**config.mk**
```make
export PLATFORM = sky130hd
export DESIGN_NAME = bit_set_reset_unit
export DESIGN_NICKNAME = d
export VERILOG_FILES = /design/src/core/bit_run_mask.v /design/src/core/bit_set_reset_unit.v
export VERILOG_INCLUDE_DIRS = /design/src /design/src/core
export SDC_FILE = /design/constraint.sdc
export NUM_CORES = 2
export LEC_CHECK = 0
export BUFFER_PORTS_ARGS = -buffer_cell sky130_fd_sc_hd__clkbuf_2
export CAP_MARGIN = 10
export CORE_ASPECT_RATIO = 2
export CORE_MARGIN = 4
export CORE_UTILIZATION = 40
export DETAILED_ROUTE_END_ITERATION = 8
export MAX_ROUTING_LAYER = met4
export SLEW_MARGIN = 0
export SYNTH_ARGS = -nofsm -noshare
export SYNTH_HDL_FRONTEND = slang
export SYNTH_SLANG_ARGS = --single-unit
```
**constraint.sdc**
```tcl
create_clock -name i_sys_clk -period 55.8 [get_ports i_sys_clk]
set_input_delay 8.37 -clock i_sys_clk [delete_from_list [all_inputs] [get_ports i_sys_clk]]
set_output_delay 8.37 -clock i_sys_clk [all_outputs]
set_load 0.1 [all_outputs]
```
**src/core/bit_set_reset_defines.vh**
```
// Behaviour
// - Latch set forces the operand bit to 1 when its condition is true.
// - Latch clear forces the operand bit to 0 when its condition is true.
// - Immediate variants drive a built-in output bit at execution, not scan end.
// - Latch instructions refuse timer and counter operands.
// - Inside an interlocked or jumped section the target bit keeps its value.
// - Any number of set and clear instructions share bit storage in order.
// - Multi-bit set writes 1 into a run of bits upward; count 0 does nothing.
// - Multi-bit clear writes 0 into a run of bits upward; count 0 does nothing.
// - Multi-bit error flag is set when the start bit exceeds 15, else cleared.
// - Bits set by multi-bit set stay ordinary storage any instruction may clear.
// - Single-bit set forces to 1 the bit chosen by word and bit number.
// - Single-bit clear forces to 0 the bit chosen by word and bit number.
// - Falling-edge pulse holds its bit at 1 for one scan after a 1 to 0 input.
// - Differentiated variants act only on a transition of the condition.
// - Single-bit error flag is set when the bit number exceeds 15, else cleared.
`ifndef BIT_SET_RESET_DEFINES_VH
`define BIT_SET_RESET_DEFINES_VH

`define OP_FALLING_EDGE_PULSE 10'h00E
`define OP_MULTI_BIT_SET      10'h212
`define OP_MULTI_BIT_CLEAR    10'h213
`define OP_SINGLE_BIT_SET     10'h214
`define OP_SINGLE_BIT_CLEAR   10'h215
`define OP_LATCH_SET          10'h3F0
`define OP_LATCH_CLEAR        10'h3F1

`define DIFF_NONE             2'h0
`define DIFF_RISING           2'h1
`define DIFF_FALLING          2'h2

`define AREA_TIMER            3'h4
`define AREA_COUNTER          3'h5

`define WORD_BITS             16
`define BIT_INDEX_MAX         16'h000F
`define BUILTIN_OUT_WORD      6'h00

`endif

```
**src/core/bit_run_mask.v**
```verilog
`timescale 1ns/100ps
`default_nettype none
module bit_run_mask #(
   parameter W  = 16,
   parameter SW = 4,
   parameter CW = 16
) (
   // Run position within the current word.
   input  wire [SW-1:0] i_start,
   input  wire [CW-1:0] i_remaining,
   // Bits covered in this word.
   output reg  [W-1:0]  o_mask,
   output reg  [SW:0]   o_used
);
   reg [SW:0] avail;
   integer    i;

   // The run covers bits from the start upward and stops at the word's top bit.
   always @* begin
      avail = W[SW:0] - {1'b0, i_start};
      if (i_remaining < {{(CW-SW-1){1'b0}}, avail}) begin
         o_used = i_remaining[SW:0];
      end else begin
         o_used = avail;
      end
      o_mask = {W{1'b0}};
      for (i = 0; i < W; i = i + 1) begin
         if ((i >= i_start) && (i < i_start + o_used)) begin
            o_mask[i] = 1'b1;
         end
      end
   end
endmodule
`default_nettype wire

```
**src/core/bit_set_reset_unit.v**
```verilog
`timescale 1ns/100ps
`default_nettype none
`include "bit_set_reset_defines.vh"
module bit_set_reset_unit #(
   parameter AW    = 6,
   parameter DEPTH = 64,
   parameter SLOTS = 16,
   parameter SLW   = 4
) (
   // Clock and reset.
   input  wire          i_sys_clk,
   input  wire          i_resetn,
   // Instruction request from the scan sequencer.
   input  wire          i_instr_valid,
   input  wire [9:0]    i_opcode,
   input  wire          i_exec_cond,
   input  wire          i_section_active,
   input  wire [1:0]    i_diff_mode,
   input  wire [SLW-1:0] i_diff_slot,
   input  wire          i_immediate,
   input  wire [2:0]    i_operand_area,
   input  wire [AW-1:0] i_word_addr,
   input  wire [15:0]   i_bit_num,
   input  wire [15:0]   i_bit_count,
   input  wire          i_scan_end,
   // Storage read port.
   input  wire [AW-1:0] i_rd_addr,
   output reg  [15:0]   o_rd_data,
   // Instruction status.
   output reg           o_ready,
   output reg           o_done,
   output reg           o_refused,
   output reg           o_operand_error_flag,
   // Built-in physical outputs.
   output reg  [15:0]   o_builtin_out
);
   localparam ST_IDLE = 2'b01;
   localparam ST_RUN  = 2'b10;
   localparam [AW-1:0] OUT_WORD = `BUILTIN_OUT_WORD;

   // Reset synchroniser.
   reg          rst_meta;
   reg          rst_sync;

   // Run sequencing.
   reg  [1:0]   state;
   reg  [1:0]   next_state;
   reg  [AW-1:0] run_addr;
   reg  [AW-1:0] next_run_addr;
   reg  [3:0]   run_start;
   reg  [3:0]   next_run_start;
   reg  [15:0]  run_left;
   reg  [15:0]  next_run_left;
   reg          run_set;
   reg          next_run_set;

   // Bit storage and previous conditions.
   reg  [15:0]  mem [0:DEPTH-1];
   reg          diff_mem [0:SLOTS-1];

   // Write port and status decode.
   reg          wr_en;
   reg  [AW-1:0] wr_addr;
   reg  [15:0]  wr_data;
   reg          err_upd;
   reg          err_val;
   reg          next_refused;
   reg          next_done;
   reg          cond_ok;
   reg  [15:0]  cur_word;
   reg  [15:0]  next_builtin_out;
   reg          next_error_flag;

   // Request decode.
   wire [15:0]  run_mask;
   wire [4:0]   run_used;
   wire [15:0]  sel_word;
   wire [3:0]   bit_idx;
   wire         range_ok;
   wire         tc_area;
   wire         prev_cond;
   wire         idle_req;
   wire         exec_go;
   wire         fall_pulse;
   wire         imm_hit;
   wire         run_last;
   wire         diff_upd;
   integer      k;
   integer      n;

   // Reset release through two flip-flops.
   always @(posedge i_sys_clk or negedge i_resetn) begin
      if (!i_resetn) begin
         rst_meta <= 1'b0;
         rst_sync <= 1'b0;
      end else begin
         rst_meta <= 1'b1;
         rst_sync <= rst_meta;
      end
   end

   // Bits of the current word covered by the run.
   bit_run_mask #(
      .W  (16),
      .SW (4),
      .CW (16)
   ) u_run_mask (
      .i_start     (run_start),
      .i_remaining (run_left),
      .o_mask      (run_mask),
      .o_used      (run_used)
   );

   // Request decode and the previous condition of this instruction instance.
   assign sel_word  = mem[i_word_addr];
   assign bit_idx   = i_bit_num[3:0];
   assign range_ok  = (i_bit_num <= `BIT_INDEX_MAX);
   assign tc_area   = (i_operand_area == `AREA_TIMER) || (i_operand_area == `AREA_COUNTER);
   assign prev_cond = diff_mem[i_diff_slot];
   assign idle_req  = i_instr_valid && (state == ST_IDLE);
   assign fall_pulse = prev_cond && !i_exec_cond;
   assign run_last   = (run_left == {11'h000, run_used});
   assign diff_upd   = idle_req && i_section_active;

   // Plain variants act on a true condition, prefixed ones on its edge only.
   always @* begin
      case (i_diff_mode)
         `DIFF_NONE: begin
            cond_ok = i_exec_cond;
         end
         `DIFF_RISING: begin
            cond_ok = i_exec_cond && !prev_cond;
         end
         `DIFF_FALLING: begin
            cond_ok = !i_exec_cond && prev_cond;
         end
         default: begin
            cond_ok = 1'b0;
         end
      endcase
   end

   // A skipped section neither executes nor changes its target.
   assign exec_go = idle_req && i_section_active && cond_ok;

   // Multi-bit run sequencing and single-cycle instruction decode.
   always @* begin
      next_state     = state;
      next_run_addr  = run_addr;
      next_run_start = run_start;
      next_run_left  = run_left;
      next_run_set   = run_set;
      wr_en          = 1'b0;
      wr_addr        = i_word_addr;
      wr_data        = sel_word;
      cur_word       = mem[run_addr];
      err_upd        = 1'b0;
      err_val        = 1'b0;
      next_refused   = 1'b0;
      next_done      = 1'b0;
      case (state)
         ST_RUN: begin
            wr_en   = 1'b1;
            wr_addr = run_addr;
            if (run_set) begin
               wr_data = cur_word | run_mask;
            end else begin
               wr_data = cur_word & ~run_mask;
            end
            next_run_addr  = run_addr + {{(AW-1){1'b0}}, 1'b1};
            next_run_start = 4'h0;
            next_run_left  = run_left - {11'h000, run_used};
            if (run_last) begin
               next_state = ST_IDLE;
               next_done  = 1'b1;
            end
         end
         ST_IDLE: begin
            if (idle_req) begin
               next_done = 1'b1;
               if (i_opcode == `OP_FALLING_EDGE_PULSE) begin
                  if (i_section_active) begin
                     wr_en            = 1'b1;
                     wr_data[bit_idx] = fall_pulse;
                  end
               end else if (exec_go) begin
                  case (i_opcode)
                     `OP_LATCH_SET, `OP_LATCH_CLEAR: begin
                        if (tc_area) begin
                           next_refused = 1'b1;
                        end else begin
                           wr_en            = 1'b1;
                           wr_data[bit_idx] = (i_opcode == `OP_LATCH_SET);
                        end
                     end
                     `OP_SINGLE_BIT_SET, `OP_SINGLE_BIT_CLEAR: begin
                        err_upd = 1'b1;
                        err_val = !range_ok;
                        if (tc_area) begin
                           next_refused = 1'b1;
                        end else if (range_ok) begin
                           wr_en            = 1'b1;
                           wr_data[bit_idx] = (i_opcode == `OP_SINGLE_BIT_SET);
                        end
                     end
                     `OP_MULTI_BIT_SET, `OP_MULTI_BIT_CLEAR: begin
                        err_upd = 1'b1;
                        err_val = !range_ok;
                        if (range_ok && (i_bit_count != 16'h0000)) begin
                           next_state     = ST_RUN;
                           next_done      = 1'b0;
                           next_run_addr  = i_word_addr;
                           next_run_start = bit_idx;
                           next_run_left  = i_bit_count;
                           next_run_set   = (i_opcode == `OP_MULTI_BIT_SET);
                        end
                     end
                     default: begin
                        next_refused = 1'b1;
                     end
                  endcase
               end
            end
         end
         default: begin
            next_state = ST_IDLE;
         end
      endcase
   end

   // Only single-bit style writes from an idle request refresh at once.
   assign imm_hit = wr_en && (state == ST_IDLE) && i_immediate && (wr_addr == OUT_WORD);

   // Physical output image: an immediate hit refreshes only the bit it writes.
   always @* begin
      next_builtin_out = o_builtin_out;
      if (i_scan_end) begin
         next_builtin_out = mem[OUT_WORD];
      end
      if (imm_hit) begin
         next_builtin_out[bit_idx] = wr_data[bit_idx];
      end
   end

   // Error flag follows the range check of each executed single or multi-bit instruction.
   always @* begin
      next_error_flag = o_operand_error_flag;
      if (err_upd) begin
         next_error_flag = err_val;
      end
   end

   // Control and status registers.
   always @(posedge i_sys_clk or negedge rst_sync) begin
      if (!rst_sync) begin
         state                <= ST_IDLE;
         run_addr             <= {AW{1'b0}};
         run_start            <= 4'h0;
         run_left             <= 16'h0000;
         run_set              <= 1'b0;
         o_ready              <= 1'b1;
         o_done               <= 1'b0;
         o_refused            <= 1'b0;
         o_operand_error_flag <= 1'b0;
         o_builtin_out        <= 16'h0000;
         o_rd_data            <= 16'h0000;
      end else begin
         state     <= next_state;
         run_addr  <= next_run_addr;
         run_start <= next_run_start;
         run_left  <= next_run_left;
         run_set   <= next_run_set;
         o_ready   <= (next_state == ST_IDLE);
         o_done    <= next_done;
         o_refused <= next_refused;
         o_operand_error_flag <= next_error_flag;
         o_builtin_out        <= next_builtin_out;
         o_rd_data <= mem[i_rd_addr];
      end
   end

   // Shared bit storage, one read-modify-write per cycle in program order.
   always @(posedge i_sys_clk or negedge rst_sync) begin
      if (!rst_sync) begin
         for (k = 0; k < DEPTH; k = k + 1) begin
            mem[k] <= 16'h0000;
         end
      end else if (wr_en) begin
         mem[wr_addr] <= wr_data;
      end
   end

   // Previous condition per instruction instance, held while its section is skipped.
   always @(posedge i_sys_clk or negedge rst_sync) begin
      if (!rst_sync) begin
         for (n = 0; n < SLOTS; n = n + 1) begin
            diff_mem[n] <= 1'b0;
         end
      end else if (diff_upd) begin
         diff_mem[i_diff_slot] <= i_exec_cond;
      end
   end
endmodule
`default_nettype wire

```
==> flow_summary.ini <==
[global_route]
grt_max_degree = 169
grt.overflow.total = 0
grt_use_total_pct = 31.9
grt_pass1_vias = 55668
grt_first_pass_wirelength_mm = 401
antenna_found_initial = 14

[cts]
cts_hold_buf = 0
clockRootBuffer = clkbuf_16
postCtsSetupRepairBufs = 0
cts-buffers-inserted = 102
cts_tree = built
clkSinkCount = 1107
htree_levels = 3
ctsResizeCount = 0
clock_latency_ns = 0.74
clk_pin_slew_ns = 0.07
clockBufferDepth = 3

[sta]
slew_violations = 0
finClkSkew_ns = 0.0364
hold_ws_ns = 0.268
post-route-period-util_pct = 27.8
worst_pin_slew_ns = 1.35
period_needed_ns = 15.50
timing.slew.headroom_pct = 9.67
rsz0062_at_grt = no
max_freq_ghz = 0.0645
setup_viol = 0
fin_setup_tns_ns = 0
fin_ws_ns = 40.30
hold_viol = 0

[die]
die_x_um = 300
die_h_um = 593
fp.coreArea_mm2 = 0.170
die-area_mm2 = 0.178
io_pins = 106
num_rows = 214
start_util_pct = 40.2

[yosys]
ys_top_cells_by_area = dfrtp_1 40%, mux4_2 23%, a21oi_1 6.8%, nor2_1 5.3%, mux2i_1 5.3%
ys_seq_area_share_pct = 40.5
synthAdderAreaFrac_pct = 0.406
netlist_instances = 6101
synth.distinct_cells = 84
ys.flop_type = dfrtp_1
syn-cell-area_mm2 = 0.0684
synth_top_family_by_area = multiplexers
synth-xor-area-share_pct = 0.102
muxShareOfSynthArea_pct = 32.5
syn_nets = 6192
avgSynthCellArea_um2 = 11.2
ys_warn_count = 0
synth-compound-area-share_pct = 13.0
synth.ff_latch_count = 1107
netlist.area_leader.share_pct = 40.4
yosysTopAreaCell = dfrtp_1
synth-simple-area-share_pct = 9.45
synth_edf_count = 0
synthArstFlopShare_pct = 100

[drt]
dr.pass1.iters = 8
vias = 55245
post_drt_wl_per_cell_um = 33.8
viasPerCell = 6.69
totalWireLength_mm = 279
drc_errors = 0
dr.first_iter.drc_count = 5868
ant_nets = 0

[pwr]
vdd_ir_drop_max_mv = 0.0214
p_leak_uw = 0.0318
p_per_area_mw_per_mm2 = 23.1

[final_layout]
postLayoutCellArea_mm2 = 0.0748
area_delta_synth_final_pct = 9.35
drive_gt1_share_pct = 25.2
nFillCells = 15689
final_nets = 5983

[setup_path]
start_kind = input port
cp.arrival_ns = 16.14
crit_required_ns = 56.43
end_kind = flip-flop
critical_path_class = in2reg
cp_max_fo = 64

[placement]
placed_area_mm2 = 0.0712
port_buffers = 104
gp_congestion = 0.984
place_ws_ns = 39.65
dp_hpwl_mm = 188

[worst_hold_path]
hold_class = reg2async

[job]
drv_cap = 0

[outcome]
status = completed
[area by class of cell]
cell class | instances | area, um^2 | share of cell area [%]
flip-flops and latches | 1107 | 27700 | 37.1
well taps | 2268 | 2840 | 3.80
clock buffers | 141 | 2920 | 3.90
repair buffers | 319 | 2290 | 3.07
diodes | 19 | 47.5 | 0.0636
clock inverters | 41 | 618 | 0.827
multi-input cells | 4328 | 38200 | 51.1
inverters | 34 | 128 | 0.171
[worst paths after layout]
kind / start / endpoint / slack, ns / cells past startpoint
worst min-delay path: rst_sync$_DFF_PN0_ / mem[44]$_DFFE_PN0P_ / 0.27 / 0
worst min register to register: rst_sync$_DFF_PN0_ / mem[44]$_DFFE_PN0P_ / 0.27 / 0
worst max-delay path: i_word_addr[0] / o_builtin_out[14]$_DFF_PN0_ / 40.30 / 15
min in group i_sys_clk: rst_meta$_DFF_PN0_ / rst_sync$_DFF_PN0_ / 0.35 / 0
worst max register to register: run_start[1]$_DFFE_PN0P_ / o_builtin_out[14]$_DFF_PN0_ / 46.71 / 24
max in group asynchronous: i_resetn / rst_sync$_DFF_PN0_ / 48.28 / 1
[state kept, by name (all words and copies together) (netlist names)]
name and count:
diff_mem 16, mem 1024, o_builtin_out 16, o_done 1, o_operand_error_flag 1, o_rd_data 16, o_ready 1, o_refused 1
rst_meta 1, rst_sync 1, run_addr 6, run_left 16, run_set 1, run_start 4, state 2
[synth_stat cells, types with 21 or more instances]
| master | number |
|---|---|
| o21ai_0 | 128 |
| dfrtp_1 | 1105 |
| nor2b_1 | 60 |
| o211ai_1 | 27 |
| mux4_2 | 712 |
| a211oi_1 | 39 |
| o22ai_1 | 44 |
| nand3_1 | 95 |
| mux2i_1 | 360 |
| buf_2 | 103 |
| clkbuf_1 | 392 |
| inv_1 | 32 |
| a21oi_1 | 932 |
| a221oi_1 | 44 |
| buf_1 | 108 |
| nand4_1 | 21 |
| nor2_1 | 972 |
| nor3_1 | 46 |
| a31oi_1 | 45 |
| a22oi_1 | 106 |
| and2_1 | 53 |
| mux2_2 | 224 |
| nand2_1 | 120 |
| nor4_1 | 34 |
| nand2b_1 | 27 |
[report_power, final]
part | switching [uW] | internal, uW | leakage (uW)
Sequential | 1.84 | 805 | 0.0154
Combinational | 112 | 38.4 | 0.0147
Clock | 339 | 431 | 0.00173
Total | 452 | 1270 | 0.0318
[per-stage QoR]
step / cells / power (uW) / util (%)
final: 8257 / 1730 / 44.0
after global routing: 8251 / 1770 / 44.0
after CTS: 8238 / 1730 / 43.9
after detailed placement: 8056 / 970 / 41.9
after global placement: 8056 / 969 / 41.9
after floorplan: 6101 / 916 / -
[layout by cell type, fill, tap and decap left out, types with 51 or more instances in the layout]
master     count
mux4_2       712
a22oi_1      105
o21ai_0      125
buf_4        208
and2_1        51
nor2_1       970
nand2_1      120
dfrtp_1     1099
nor2b_1       53
clkbuf_16    102
nand3_1       95
mux2_2       224
mux2i_1      360
a21oi_1      927
clkbuf_2      97
[worst max-delay path: stages]
cell and delay, ns:
buf_8 0.51, buf_4 0.75, buf_4 0.70, buf_4 0.81, buf_4 0.66, mux4_2 0.60
mux2i_1 0.22, o22ai_1 0.13, o21ai_0 0.88, a21oi_1 0.13, o2111a_1 0.31, or4_1 0.53
nor4_1 0.70, o311ai_4 0.42, o21a_1 0.28
[per-layer routing]
metal	wire length (um)	vias up	share of wire, %	track usage (%)
li1	-	22656	-	-
met1	88700	27909	32	33.2
met2	132000	3290	48	50.4
met3	24000	1390	8.6	6.55
met4	33600	0	12	30.1
met5	0	-	0	-
[logic make-up (layout without fill, tap and decap cells)]
| group | count (synthesis) | in the layout |
|---|---|---|
| XOR/XNOR | 8 | 8 |
| flip-flops | 1107 | 1107 |
| adder cells (fa/ha/maj) | 21 | 21 |
| multiplexers | 1298 | 1298 |
| other | 1 | 20 |
| AND/OR/NAND/NOR | 1487 | 1487 |
| AO/OA/AOI/OAI | 1513 | 1513 |
| buffers and inverters | 666 | 535 |
Power figures use the tool's default switching activity.
